[src/clpmc_regs.vh]
`ifndef CLPMC_REGS_VH
`define CLPMC_REGS_VH
// register byte offsets
`define CLPMC_OFF_CTRL0 8'h00
`define CLPMC_OFF_CTRL1 8'h04
`define CLPMC_OFF_STATUS 8'h08
// control_reg0 fields
`define CLPMC_C0_INIT_REQ 0
`define CLPMC_C0_SLEEP_REQ 1
`define CLPMC_C0_WAKE_EN 2
// control_reg1 fields
`define CLPMC_C1_MOD_EN 0
`define CLPMC_C1_WAIT_PD 1
`define CLPMC_C1_FILT_SEL 2
`define CLPMC_C1_WAKE_IRQ_EN 3
// status fields
`define CLPMC_ST_INIT_ACK 0
`define CLPMC_ST_SLEEP_ACK 1
`define CLPMC_ST_WAKE_FLAG 2
`define CLPMC_ST_PDOWN 3
`define CLPMC_ST_MODE_LSB 4
`define CLPMC_ST_MODE_MSB 7
// reset values
`define CLPMC_RST_CTRL0 3'h1
`define CLPMC_RST_CTRL1 4'h0
// timing
`define CLPMC_CLK_NS 50
`define CLPMC_SYNC_NS 100
`define CLPMC_SYNC_CYC ((`CLPMC_SYNC_NS + `CLPMC_CLK_NS - 1) / `CLPMC_CLK_NS)
`define CLPMC_INIT_SYNC_NS 250
`define CLPMC_INIT_SYNC_CYC ((`CLPMC_INIT_SYNC_NS + `CLPMC_CLK_NS - 1) / `CLPMC_CLK_NS)
`define CLPMC_RECOV_NS 800
`define CLPMC_RECOV_CYC ((`CLPMC_RECOV_NS + `CLPMC_CLK_NS - 1) / `CLPMC_CLK_NS)
`define CLPMC_FILT_NS 2000
`define CLPMC_FILT_CYC ((`CLPMC_FILT_NS + `CLPMC_CLK_NS - 1) / `CLPMC_CLK_NS)
`define CLPMC_RESYNC_BITS 11
`define CLPMC_BIT_DIV 40
`endif

[src/clpmc_top.v]
// Contract
// RL1: wait state with wait powerdown select enters power-down; leaving restarts to normal.
// RL2: wait state without powerdown select keeps normal operation and interrupts.
// RL3: deep stop states force power-down whatever the sleep bits hold.
// RL4: light stop follows prior sleep bits; wait select ignored in stop.
// RL5: software sets sleep request and see acknowledge before light stop.
// RL6: sleep waits until all transmit buffers report empty.
// RL7: receiving finishes first; idle controller sleeps after a fixed sync delay.
// RL8: sleep acknowledge set once sleep is active; software waits for it.
// RL9: sleep stops engine clocks, keeps register clocks, tx recessive, bus-off paused.
// RL10: sleep keeps buffers accessible, blocks foreground shift and aborts.
// RL11: without wake enable at sleep entry, receive held recessive, locked asleep.
// RL12: sleep left only on armed bus activity or software clearing request; the code also leaves it on an init request or module enable low.
// RL13: clearing sleep request ignored until sleep is active.
// RL14: after wake-up wait 11 recessive bits before joining the bus.
// RL15: wake-up releases deferred copy, aborts, transmissions and bus-off counting.
// RL16: init entry aborts transfers, drops sync, drives tx recessive.
// RL17: init stops engine, holds registers at defaults, opens config writes.
// RL18: init request synchronised with delay; init acknowledge once fully initialised.
// RL19: clearing init request ignored until init mode is active.
// RL20: power-down stops transfers, tx recessive, all clocks off, no register access.
// RL21: power-down without prior sleep runs a fixed recovery before normal.
// RL22: filter select low-pass filters receive input during sleep.
// RL23: wake-up interrupt only when asleep, wake enabled and interrupt enabled.
// RL24: module enable low stops all clocks regardless of other settings.
`timescale 1ns/100ps
`include "clpmc_regs.vh"
module clpmc_top #(
  parameter BIT_DIV = `CLPMC_BIT_DIV
)(
  // clock and reset
  input wire sys_clk,
  input wire reset,
  // apb slave
  input wire psel,
  input wire penable,
  input wire pwrite,
  input wire [7:0] paddr,
  input wire [31:0] pwdata,
  output reg [31:0] prdata,
  output reg pready,
  output reg pslverr,
  // host cpu power state
  input wire cpu_wait,
  input wire cpu_stop_light,
  input wire cpu_stop_deep,
  // protocol engine status
  input wire [2:0] tx_buffer_empty_flag,
  input wire eng_receiving,
  input wire bus_idle,
  input wire eng_tx_bit,
  // bus pins
  input wire bus_rx_pin,
  output reg bus_tx_pin,
  // engine controls
  output reg eng_rx_bit,
  output reg eng_clk_en,
  output reg reg_clk_en,
  output reg eng_abort,
  output reg busoff_count_en,
  output reg deferred_en,
  output reg defaults_hold,
  output reg cfg_write_en,
  output reg wakeup_irq
);

  // mode states
  localparam ST_NORMAL = 3'h0;
  localparam ST_SLP_PEND = 3'h1;
  localparam ST_SLEEP = 3'h2;
  localparam ST_RESYNC = 3'h3;
  localparam ST_INIT_PEND = 3'h4;
  localparam ST_INIT = 3'h5;
  localparam ST_PDOWN = 3'h6;
  localparam ST_RECOVER = 3'h7;
  localparam [15:0] SYNC_CYC = `CLPMC_SYNC_CYC;
  localparam [15:0] INIT_SYNC_CYC = `CLPMC_INIT_SYNC_CYC;
  localparam [15:0] RECOV_CYC = `CLPMC_RECOV_CYC;
  localparam [15:0] FILT_CYC = `CLPMC_FILT_CYC;
  localparam [15:0] RESYNC_BITS = `CLPMC_RESYNC_BITS;
  localparam [15:0] BIT_DIV_W = BIT_DIV;
  reg [2:0] state_ff;
  reg [2:0] nxt_state;
  reg [15:0] cnt_ff;
  reg [15:0] nxt_cnt;
  reg was_sleep_ff;
  reg nxt_was_sleep;
  reg off_ff;
  reg [2:0] ctrl0_ff;
  reg [3:0] ctrl1_ff;
  reg wake_flag_ff;
  reg wake_armed_ff;
  reg [15:0] flt_cnt_ff;
  reg [15:0] div_ff;
  reg bit_tick_ff;
  reg wake_by_bus;
  wire init_request = ctrl0_ff[`CLPMC_C0_INIT_REQ];
  wire sleep_request = ctrl0_ff[`CLPMC_C0_SLEEP_REQ];
  wire wakeup_enable = ctrl0_ff[`CLPMC_C0_WAKE_EN];
  wire module_enable = ctrl1_ff[`CLPMC_C1_MOD_EN];
  wire wait_powerdown_sel = ctrl1_ff[`CLPMC_C1_WAIT_PD];
  wire wakeup_filter_sel = ctrl1_ff[`CLPMC_C1_FILT_SEL];
  wire wakeup_irq_enable = ctrl1_ff[`CLPMC_C1_WAKE_IRQ_EN];
  wire sleep_ack = (state_ff == ST_SLEEP) | ((state_ff == ST_PDOWN) & was_sleep_ff);
  wire init_ack = (state_ff == ST_INIT);
  wire any_stop = cpu_stop_light | cpu_stop_deep;
  wire apb_acc = psel & penable & pready;
  wire apb_wr = apb_acc & pwrite & ~pslverr;
  // power-down demand from the cpu state
  wire pd_cond = cpu_stop_deep // see RL3
    | (cpu_stop_light & ~(sleep_request & sleep_ack)) // see RL4
    | (cpu_wait & wait_powerdown_sel & ~any_stop); // see RL1 see RL2
  wire all_empty = &tx_buffer_empty_flag;
  // plain mode acts on one dominant sample; filter needs a sustained low
  wire wake_act = wakeup_filter_sel ? (flt_cnt_ff >= FILT_CYC) : ~bus_rx_pin; // see RL22
  // bit-rate enable for counting recessive bits
  always @(posedge sys_clk or posedge reset)
  begin
    if (reset)
    begin
      div_ff <= 16'h0000;
      bit_tick_ff <= 1'b0;
    end
    else if (div_ff >= BIT_DIV_W - 16'h0001)
    begin
      div_ff <= 16'h0000;
      bit_tick_ff <= 1'b1;
    end
    else
    begin
      div_ff <= div_ff + 16'h0001;
      bit_tick_ff <= 1'b0;
    end
  end
  // glitch filter on the receive line, only run while asleep
  always @(posedge sys_clk or posedge reset)
  begin
    if (reset)
      flt_cnt_ff <= 16'h0000;
    else if (state_ff != ST_SLEEP || bus_rx_pin)
      flt_cnt_ff <= 16'h0000;
    else if (flt_cnt_ff < FILT_CYC)
      flt_cnt_ff <= flt_cnt_ff + 16'h0001; // see RL22
  end
  // mode sequencer
  always @*
  begin
    nxt_state = state_ff;
    nxt_cnt = cnt_ff;
    nxt_was_sleep = was_sleep_ff;
    wake_by_bus = 1'b0;
    if (!module_enable)
    begin
      nxt_state = ST_NORMAL; // see RL24
      nxt_cnt = 16'h0000;
    end
    else if (pd_cond && state_ff != ST_PDOWN)
    begin
      nxt_state = ST_PDOWN; // see RL20
      nxt_was_sleep = (state_ff == ST_SLEEP);
      nxt_cnt = 16'h0000;
    end
    else if (init_request && state_ff != ST_INIT_PEND && state_ff != ST_INIT
             && state_ff != ST_PDOWN && state_ff != ST_RECOVER)
    begin
      nxt_state = ST_INIT_PEND; // see RL16
      nxt_cnt = 16'h0000;
    end
    else
    begin
      case (state_ff)
        ST_NORMAL:
        begin
          if (off_ff)
            nxt_state = ST_RESYNC;
          else if (sleep_request)
            nxt_state = ST_SLP_PEND;
          nxt_cnt = 16'h0000;
        end
        ST_SLP_PEND:
        begin
          // transmit and receive drain before the sync delay starts
          if (all_empty && !eng_receiving && bus_idle) // see RL6 see RL7
          begin
            if (cnt_ff >= SYNC_CYC - 16'h0001)
            begin
              nxt_state = ST_SLEEP; // see RL8
              nxt_cnt = 16'h0000;
            end
            else
              nxt_cnt = cnt_ff + 16'h0001;
          end
          else
            nxt_cnt = 16'h0000;
        end
        ST_SLEEP:
        begin
          if (!sleep_request)
            nxt_state = ST_RESYNC; // see RL12
          else if (wake_act && wake_armed_ff)
          begin
            nxt_state = ST_RESYNC; // see RL12
            wake_by_bus = 1'b1;
          end
          nxt_cnt = 16'h0000;
        end
        ST_RESYNC:
        begin
          // a dominant bit restarts the recessive run
          if (bit_tick_ff)
          begin
            if (!bus_rx_pin)
              nxt_cnt = 16'h0000;
            else if (cnt_ff >= RESYNC_BITS - 16'h0001)
            begin
              nxt_state = ST_NORMAL; // see RL14
              nxt_cnt = 16'h0000;
            end
            else
              nxt_cnt = cnt_ff + 16'h0001;
          end
        end
        ST_INIT_PEND:
        begin
          if (cnt_ff >= INIT_SYNC_CYC - 16'h0001)
          begin
            nxt_state = ST_INIT; // see RL18
            nxt_cnt = 16'h0000;
          end
          else
            nxt_cnt = cnt_ff + 16'h0001;
        end
        ST_INIT:
        begin
          if (!init_request)
            nxt_state = ST_RESYNC;
          nxt_cnt = 16'h0000;
        end
        ST_PDOWN:
        begin
          if (!pd_cond)
            nxt_state = was_sleep_ff ? ST_SLEEP : ST_RECOVER; // see RL1
          nxt_cnt = 16'h0000;
        end
        ST_RECOVER:
        begin
          if (cnt_ff >= RECOV_CYC - 16'h0001)
          begin
            nxt_state = ST_RESYNC; // see RL21
            nxt_cnt = 16'h0000;
          end
          else
            nxt_cnt = cnt_ff + 16'h0001;
        end
        default:
        begin
          nxt_state = ST_NORMAL;
          nxt_cnt = 16'h0000;
        end
      endcase
    end
  end
  // state registers
  always @(posedge sys_clk or posedge reset)
  begin
    if (reset)
    begin
      state_ff <= ST_NORMAL;
      cnt_ff <= 16'h0000;
      was_sleep_ff <= 1'b0;
      off_ff <= 1'b1;
      wake_armed_ff <= 1'b0;
    end
    else
    begin
      state_ff <= nxt_state;
      cnt_ff <= nxt_cnt;
      was_sleep_ff <= nxt_was_sleep;
      off_ff <= ~module_enable;
      // wake enable only counts as it stood at sleep entry
      if (state_ff != ST_SLEEP && nxt_state == ST_SLEEP && !was_sleep_ff)
        wake_armed_ff <= wakeup_enable; // see RL11
      else if (state_ff == ST_SLP_PEND)
        wake_armed_ff <= wakeup_enable; // see RL11
    end
  end
  // software registers
  always @(posedge sys_clk or posedge reset)
  begin
    if (reset)
    begin
      ctrl0_ff <= `CLPMC_RST_CTRL0;
      ctrl1_ff <= `CLPMC_RST_CTRL1;
      wake_flag_ff <= 1'b0;
    end
    else
    begin
      if (apb_wr && paddr == `CLPMC_OFF_CTRL0)
      begin
        // a clear is ignored until the matching mode is reached
        if (pwdata[`CLPMC_C0_INIT_REQ] || init_ack)
          ctrl0_ff[`CLPMC_C0_INIT_REQ] <= pwdata[`CLPMC_C0_INIT_REQ]; // see RL19
        if ((pwdata[`CLPMC_C0_SLEEP_REQ] || sleep_ack) && !init_ack)
          ctrl0_ff[`CLPMC_C0_SLEEP_REQ] <= pwdata[`CLPMC_C0_SLEEP_REQ]; // see RL13
        if (!init_ack)
          ctrl0_ff[`CLPMC_C0_WAKE_EN] <= pwdata[`CLPMC_C0_WAKE_EN];
      end
      else if (wake_by_bus)
        ctrl0_ff[`CLPMC_C0_SLEEP_REQ] <= 1'b0; // see RL12
      if (state_ff == ST_INIT)
      begin
        ctrl0_ff[`CLPMC_C0_SLEEP_REQ] <= 1'b0; // see RL17
        ctrl0_ff[`CLPMC_C0_WAKE_EN] <= 1'b0; // see RL17
      end
      if (apb_wr && paddr == `CLPMC_OFF_CTRL1)
        ctrl1_ff <= pwdata[3:0];
      // set beats a clear in the same cycle
      if (wake_by_bus && wakeup_irq_enable)
        wake_flag_ff <= 1'b1; // see RL23
      else if (state_ff == ST_INIT)
        wake_flag_ff <= 1'b0; // see RL17
      else if (apb_wr && paddr == `CLPMC_OFF_STATUS && pwdata[`CLPMC_ST_WAKE_FLAG])
        wake_flag_ff <= 1'b0;
    end
  end

  // apb slave: one wait state, error when unmapped or powered down
  always @(posedge sys_clk or posedge reset)
  begin
    if (reset)
    begin
      pready <= 1'b0;
      pslverr <= 1'b0;
      prdata <= 32'h00000000;
    end
    else if (psel && penable && !pready)
    begin
      pready <= 1'b1;
      pslverr <= (state_ff == ST_PDOWN) // see RL20
        | ~((paddr == `CLPMC_OFF_CTRL0) | (paddr == `CLPMC_OFF_CTRL1)
        | (paddr == `CLPMC_OFF_STATUS));
      prdata <= 32'h00000000;
      if (state_ff != ST_PDOWN && !pwrite)
      begin
        case (paddr)
          `CLPMC_OFF_CTRL0: prdata <= {29'h00000000, ctrl0_ff};
          `CLPMC_OFF_CTRL1: prdata <= {28'h0000000, ctrl1_ff};
          `CLPMC_OFF_STATUS: prdata <= {24'h000000, 1'b0, state_ff, pd_cond,
                                        wake_flag_ff, sleep_ack, init_ack};
          default: prdata <= 32'h00000000;
        endcase
      end
    end
    else
    begin
      pready <= 1'b0;
      pslverr <= 1'b0;
    end
  end

  // engine and pin controls, registered from the next mode; wake-up interrupt registered from the wake flag
  always @(posedge sys_clk or posedge reset)
  begin
    if (reset)
    begin
      bus_tx_pin <= 1'b1;
      eng_rx_bit <= 1'b1;
      eng_clk_en <= 1'b0;
      reg_clk_en <= 1'b0;
      eng_abort <= 1'b0;
      busoff_count_en <= 1'b0;
      deferred_en <= 1'b0;
      defaults_hold <= 1'b0;
      cfg_write_en <= 1'b0;
      wakeup_irq <= 1'b0;
    end
    else
    begin
      // only active modes may drive the bus; all else stays recessive
      bus_tx_pin <= ((nxt_state == ST_NORMAL || nxt_state == ST_SLP_PEND) && module_enable)
        ? eng_tx_bit : 1'b1; // see RL9 see RL16 see RL20
      eng_rx_bit <= (nxt_state == ST_SLEEP && !wake_armed_ff) ? 1'b1 : bus_rx_pin; // see RL11
      eng_clk_en <= module_enable && (nxt_state == ST_NORMAL || nxt_state == ST_SLP_PEND
        || nxt_state == ST_RESYNC); // see RL9 see RL17 see RL24
      reg_clk_en <= module_enable && nxt_state != ST_PDOWN; // see RL9 see RL20
      eng_abort <= module_enable && (nxt_state == ST_INIT_PEND || nxt_state == ST_PDOWN)
        && nxt_state != state_ff; // see RL16 see RL20
      busoff_count_en <= module_enable && (nxt_state == ST_NORMAL
        || nxt_state == ST_SLP_PEND || nxt_state == ST_RESYNC); // see RL9 see RL15
      deferred_en <= module_enable && (nxt_state == ST_NORMAL
        || nxt_state == ST_SLP_PEND || nxt_state == ST_RESYNC); // see RL10 see RL15
      defaults_hold <= module_enable && nxt_state == ST_INIT; // see RL17
      cfg_write_en <= module_enable && nxt_state == ST_INIT; // see RL17
      wakeup_irq <= wake_flag_ff && wakeup_irq_enable; // see RL23
    end
  end

endmodule // clpmc_top

[config.mk]
export PLATFORM = sky130hd
export DESIGN_NAME = clpmc_top
export DESIGN_NICKNAME = d
export VERILOG_FILES = /design/src/clpmc_top.v
export VERILOG_INCLUDE_DIRS = /design/src /design/src/src
export SDC_FILE = /design/constraint.sdc
export NUM_CORES = 1
export LEC_CHECK = 0
export ABC_CLOCK_PERIOD_IN_PS = 3500
export BUFFER_PORTS_ARGS = -buffer_cell sky130_fd_sc_hd__buf_2
export CORE_UTILIZATION = 43
export DETAILED_ROUTE_END_ITERATION = 12
export PLACE_DENSITY = 0.63
export SYNTH_ARGS = -nofsm -noshare
export SYNTH_HDL_FRONTEND = slang
export SYNTH_SLANG_ARGS = --single-unit
export TNS_END_PERCENT = 20
[constraint.sdc]
create_clock -name sys_clk -period 3.5 [get_ports sys_clk]
set_clock_uncertainty 0.05 [all_clocks]
set_input_delay 0.7 -clock sys_clk [delete_from_list [all_inputs] [get_ports sys_clk]]
set_output_delay 0.7 -clock sys_clk [all_outputs]
set_load 0.02 [all_outputs]
# Word-level counts from Yosys, hierarchy flattened
# Index checks and enable logic that the tools add are counted.
dict set report word_totals {
  elab_cells 187
  out_inout_bits 44
  input_bits 55
  register_bits 104
}
dict set report classes {
  n_lt_le_gt_ge 7
  muxes 56
  reduce_logical 52
  n_bitwise 22
  n_addsub 3
  eq_ne 24
}
# op n
set ops {}
lappend ops {{16-bit 2-to-1 mux} 13}
lappend ops {{16-bit case mux with 5 select lines} 1}
lappend ops {{3-bit 2-to-1 mux} 17}
lappend ops {{16-bit by 1-bit adder with 16-bit output, second input constant} 3}
lappend ops {{16-bit by 4-bit greater-or-equal comparator with 1-bit output, second input constant} 2}
lappend ops {{16-bit by 6-bit greater-or-equal comparator with 1-bit output, second input constant} 2}
lappend ops {{1-bit logical AND} 27}
lappend ops {{3-bit case mux with 8 select lines} 1}
lappend ops {{3-bit == test, second input constant} 7}
lappend ops {{1-bit 2-to-1 mux} 21}
lappend ops {{7-bit case mux with 3 select lines} 1}
lappend ops {{16-bit by 1-bit greater-or-equal comparator with 1-bit output, second input constant} 1}
lappend ops {{16-bit by 3-bit greater-or-equal comparator with 1-bit output, second input constant} 1}
lappend ops {{16-bit by 6-bit less-than comparator with 1-bit output, second input constant} 1}
lappend ops {{3-bit != test, second input constant} 5}
lappend ops {{3-bit by 2-bit == test with 1-bit output, second input constant} 4}
lappend ops {{1-bit AND} 9}
lappend ops {{8-bit by 3-bit == test with 1-bit output, second input constant} 1}
lappend ops {{8-bit by 4-bit == test with 1-bit output, second input constant} 1}
lappend ops {{8-bit zero test} 1}
lappend ops {{7-bit 2-to-1 mux} 1}
lappend ops {{1-bit OR} 7}
lappend ops {{3-bit by 1-bit == test with 1-bit output, second input constant} 2}
lappend ops {{1-bit zero test} 6}
lappend ops {{12 further kinds} 29}

# Logic depth before layout (Yosys ltp)
dict set report logic_depth {
  word_depth 17
  ltp_mapped 10
  depth_no_buf 10
}

# Least setup slack after synthesis
# No wires, ideal clock.
dict set report synth_path {
  kind {input -> register}
  start {input port paddr[1]}
  end {register ctrl0_ff[1]}
  path_buffers 0
  path_slack_ns 1.300
  cell_stages 7
  t_arrival_ns 2.030
  setup_time_ns 0.120
  path_cell_list {nor4_1 -> nand2_1 -> nor4_1 -> and2_1 -> nand2_1 -> a32oi_1 -> nor2_1}
}
dict set report synth_via {
  elab_chain_len 4
  word_cells_on_any_way 7
  classes_between {1 x eq/ne; 2 x mux; 4 x reduce/logical}
}
# element line
set synth_lines {}
lappend synth_lines {{from (decl)} clpmc_top.v:38} ;# input wire [7:0] paddr,
lappend synth_lines {{8-bit zero test *} -}
lappend synth_lines {{1-bit logical AND (no source line) *} -}
lappend synth_lines {{3-bit by 2-bit != test with 1-bit output (no source line) (tied with other cells)} -}
lappend synth_lines {{2-bit AND reduction (no source line) or 2-bit 2-to-1 mux (tied branches)} -}
lappend synth_lines {{to (signal assigned)} clpmc_top.v:292} ;# ctrl0_ff <= `CLPMC_RST_CTRL0;
lappend synth_lines {{to (signal, indexed assignment)} clpmc_top.v:302} ;# ctrl0_ff[`CLPMC_C0_INIT_REQ] <= pwdata[`CLPMC_C0_INIT_REQ];
lappend synth_lines {{to (signal, indexed assignment)} clpmc_top.v:304} ;# ctrl0_ff[`CLPMC_C0_SLEEP_REQ] <= pwdata[`CLPMC_C0_SLEEP_REQ];
lappend synth_lines {{to (decl)} clpmc_top.v:89} ;# reg [2:0] ctrl0_ff;
# Mark *: on every way between the ends. The rest lies on a longest branch, timed or not.
# A chain may end at the register's enable or synchronous reset.

# Worst setup path in the final report
dict set report layout_path {
  start {register state_ff[2]}
  end {register eng_rx_bit}
}
dict set report layout_via {
  elab_chain_len 16
  word_cells_on_any_way 44
  classes_between {12 x eq/ne; 18 x mux; 7 x bitwise; 7 x reduce/logical}
}
# element line
set layout_lines {}
lappend layout_lines {{from (decl)} clpmc_top.v:82} ;# reg [2:0] state_ff;
lappend layout_lines {{from (signal assigned)} clpmc_top.v:276} ;# state_ff <= nxt_state;
lappend layout_lines {{3-bit == test} {clpmc_top.v:104, clpmc_top.v:171}}
lappend layout_lines {{1-bit AND} clpmc_top.v:104} ;# wire sleep_ack = (state_ff == ST_SLEEP) | ((state_ff == ST_PDOWN) & was_sleep_ff);
lappend layout_lines {{1-bit OR} clpmc_top.v:104}
lappend layout_lines {{1-bit AND} clpmc_top.v:111} ;# | (cpu_stop_light & ~(sleep_request & sleep_ack))
lappend layout_lines {{1-bit inverter} clpmc_top.v:111}
lappend layout_lines {{1-bit AND} clpmc_top.v:111}
lappend layout_lines {{1-bit OR} clpmc_top.v:111}
lappend layout_lines {{1-bit OR} clpmc_top.v:112} ;# | (cpu_wait & wait_powerdown_sel & ~any_stop);
lappend layout_lines {{3-bit 2-to-1 mux} clpmc_top.v:241} ;# if (!pd_cond)
lappend layout_lines {{3-bit case mux with 8 select lines} clpmc_top.v:171} ;# case (state_ff)
lappend layout_lines {{3-bit 2-to-1 mux} clpmc_top.v:163} ;# else if (init_request && state_ff != ST_INIT_PEND && state_ff != ST_INIT
lappend layout_lines {{3-bit 2-to-1 mux *} clpmc_top.v:157} ;# else if (pd_cond && state_ff != ST_PDOWN)
lappend layout_lines {{3-bit 2-to-1 mux *} clpmc_top.v:152} ;# if (!module_enable)
lappend layout_lines {{3-bit by 2-bit == test with 1-bit output *} clpmc_top.v:382} ;# eng_rx_bit <= (nxt_state == ST_SLEEP && !wake_armed_ff) ? 1'b1 : bus_rx_pin;
lappend layout_lines {{1-bit logical AND *} clpmc_top.v:382}
lappend layout_lines {{1-bit 2-to-1 mux *} clpmc_top.v:382}
lappend layout_lines {{to (signal assigned)} clpmc_top.v:382}
lappend layout_lines {{to (decl)} clpmc_top.v:56} ;# output reg eng_rx_bit,
# Marks and branches as above.

==> run_results.csv <==
group,metric,value,unit
timing,hold_viol_final,0,
place,dp_hpwl,5651,um
place,dpl_cell_area,4111,um2
cells_and_area,fin_area,4320,um2
routing,top_layer_used,"met4",
routing,dr_wl_met3,378,um
cells_and_area,fillers,836,
floorplanning,die_h,96.85,um
timing,setup_violations,0,
power_and_ir_drop,power_leakage,2.054,nW
worst_setup_path,crit_start,"state_ff[2]",
synthesis,synthSimpleGateAreaFrac,21.93,%
worst_setup_path,reg2reg_depth,6,
grt,antenna_found_initial,0,
synthesis,synth_top_cell_by_area,"dfrtp_1",
grt,grt_pass1_vias,2734,
place,io_buffer_count,45,
synthesis,yosysSeqAreaShare,51.23,%
routing,via_count,2882,
synthesis,synth.top_cell.area_share,48.51,%
synthesis,syn-mean-instance-area,9.971,um2
cells_and_area,layout-drive-gt1-share,19.02,%
synthesis,synth_xor_area_share,1.358,%
timing,slew_violations,0,
clock_tree,holdBufCountCts,0,
clock_tree,cts_resized,0,
clock_tree,cts-htree-levels,3,
routing,first_pass_iters,4,
worst_setup_path,worstReg2RegStart,"state_ff[2]",
timing,fin_crit,2467,ps
synthesis,synth_seq_cells,79,
floorplanning,initial_utilization,44.36,%
place,gp_congestion,0.8516,
synthesis,synth_edf_count,0,
worst_setup_path,start_kind,"register",
grt,grt_usage,17.50,%
flow_run,maxCapViolations,0,
grt,grt_pass1_wl,13190,um
grt,grt_max_degree,36,
worst_setup_path,r2r_slack,1030,ps
min_path,min_path_type,"input port to async pin",
synthesis,async_flop_share,100.0,%
routing,drc_errors,0,
worst_setup_path,critPathRequiredTime,3720,ps
timing,max_slew.worst_pin.slew,771.1,ps
worst_setup_path,criticalPathCategory,"register to register",
synthesis,mappedNetlistArea,3869,um2
clock_tree,clkTransAtPathRegs,90,ps
power_and_ir_drop,power.total,1.733,mW
cells_and_area,layout.nets,504,
worst_setup_path,endpoint_kind,"register",
floorplanning,dieArea,9380,um2
floorplanning,die_x,96.85,um
clock_tree,numCtsBuffers,9,
worst_setup_path,cp.arrival,2690,ps
power_and_ir_drop,switching_share,25.66,%
worst_setup_path,timing.rr.end,"eng_rx_bit",
routing,ant_nets,0,
power_and_ir_drop,power_density,401.1,nW/um2
routing,wl,7609,um
synthesis,synth_mux_area_share,2.781,%
floorplanning,coreArea,8721,um2
synthesis,synthAdderAreaFrac,2.264,%
clock_tree,cts_buffer_depth,2,
routing,wl_met2,3497,um
routing,viasPerCell,5.193,
synthesis,synthCells,388,
routing,drt_iter0_drc,138,
power_and_ir_drop,power_frac_seq,53.5,%
synthesis,synth_top_family_by_area,"simple AND/OR/NAND/NOR gates",
power_and_ir_drop,p_switching,0.4446,mW
clock_tree,cts_root_buf,"clkbuf_8",
synthesis,synth_cell_types,56,
grt,grt_overflow,0,
power_and_ir_drop,pwr-share-comb,5.2,%
synthesis,synth_area_leaders,"dfrtp_1 49%, buf_4 5.4%, nor2_1 4.0%",
power_and_ir_drop,internal_power,1.288,mW
routing,routedLengthMet1,3570,um
synthesis,synth_compound_area_share,12.06,%
timing,rsz0062_at_grt,"false",
worst_setup_path,cp_max_fo,27,
clock_tree,insertion_delay,360,ps
timing,setup_tns,0,ps
timing,max_clock_freq,0.4053,GHz
run_status,status,"finished clean",
clock_tree,clkSinkCount,79,
power_and_ir_drop,peakVddDrop,0.1895,mV
cells_and_area,synthToLayoutAreaGrowth,11.68,%
routing,wl_per_cell,13.71,um
floorplanning,num_rows,34,
clock_tree,cts_tree,"built",
worst_setup_path,endpoint,"eng_rx_bit",
floorplanning,top_level_ports,99,
clock_tree,post_cts.repair.setup_buffers,0,
timing,slew_headroom,48.59,%
timing,finalCritPeriodShare,70.49,%
power_and_ir_drop,p_clk_share,41.3,%
synthesis,yosysWarnings,0,
cells_and_area,n_antenna_cell,0,
synthesis,ys.flop_type,"dfrtp_1",
==> power by group through the flow <==
stage | Clock [mW] | Combinational (mW) | Sequential [mW]
finish | 0.715 | 0.0904 | 0.927
global route | 0.774 | 0.102 | 0.929
CTS | 0.737 | 0.0920 | 0.927
global placement | 0 | 0.0904 | 0.945
detailed placement | 0 | 0.0920 | 0.945
floorplan | 0 | 0.0796 | 0.946
==> cells in the mapped netlist, drive strengths merged (2+ instances only) <==
master and instances:
mux2 6, dfstp 4, a31oi 9, nor4b 2, a21oi 21, buf 33, a211oi 3, clkbuf 5
and2 17, a22o 3, xnor2 4, ha 7, nor2b 7, nor4 11, nand2 34, nor3 6
o21ai 16, o211ai 2, xor2 2, o21a 3, nor2 41, mux2i 4, nand2b 5, and4 3
nand4 4, and3 6, nand3 13, a2111oi 3, or3 6, inv 16, dfrtp 75
==> layout by cell type (no fill, tap or decap), types with 4 or more instances in the layout <==
cell type  synthesis  layout
nand3_1           13      13
nor2_1            41      41
xnor2_1            4       4
o21ai_0           14      14
clkbuf_8           0       9
or3_1              6       6
mux2i_1            4       4
inv_1             16      15
buf_2              4      45
and2_1            17      17
a31oi_1            8       8
nand2b_1           5       5
dfrtp_1           75      75
a21oi_1           21      21
ha_1               7       7
nor3_1             6       6
mux2_2             6       6
conb_1             1      35
nor4_1             7       7
nor2b_1            7       7
dfstp_2            4       4
nand2_1           34      34
and3_1             6       6
nand4_1            4       4
==> sequential cells by signal, indices dropped and copies added (netlist names), 3 cells and up <==
name        flops
state_ff        3
prdata          7
cnt_ff         16
flt_cnt_ff     16
ctrl0_ff        3
ctrl1_ff        4
div_ff         16
==> through the flow <==
stage,utilization (%),instances,setup WS [ps],hold slack (ps)
5_1_grt,49.54,555,792.2,426.2
4_1_cts,49.54,555,1059,409.8
2_1_floorplan,-,422,733.2,374.1
3_3_place_gp,47.14,539,846.6,390.7
3_5_place_dp,47.14,539,836.4,397.1
6_report,49.54,555,1033,395.4
==> how the worst min path moves through the flow <==
stage | to | slack [ps] | from
floorplan | eng_rx_bit | 370 | wake_armed_ff
global placement | div_ff[0] | 390 | div_ff[0]
detailed placement | div_ff[0] | 400 | div_ff[0]
CTS | div_ff[0] | 410 | div_ff[0]
global route | div_ff[0] | 430 | div_ff[0]
finish | div_ff[1] | 400 | reset
==> cells by family after synthesis <==
logic type / Yosys count
AND/OR/NAND/NOR: 160
flip-flops: 79
AO/OA/AOI/OAI: 71
buffers and inverters: 54
multiplexers: 10
adder cells (fa/ha/maj): 7
XOR/XNOR: 6
other: 1
==> final cells by class <==
cell class / count / area [um2] / area share, %
clock buffer: 9 / 123.9 / 2.867
clock inverter: 7 / 85.08 / 1.969
inverter: 16 / 60.06 / 1.390
multi-input combinational: 289 / 1694 / 39.21
sequential: 79 / 1982 / 45.87
tap: 108 / 135.1 / 3.128
timing repair buffer: 47 / 240.2 / 5.560
==> per-layer routing <==
layer / GRT usage, % / up-vias
li1: - / 1402
met1: 23.98 / 1361
met2: 26.98 / 102
met3: 3.468 / 17
met4: 7.692 / 0
met5: 0 / -
==> critical path: stages (launching register included) <==
cell     delay, ps
dfrtp_1        670
or3b_4         550
nor4_4         270
a21oi_1        110
o31a_1         150
o21a_1         230
o41ai_2        320
Power figures use the tool's default switching activity.
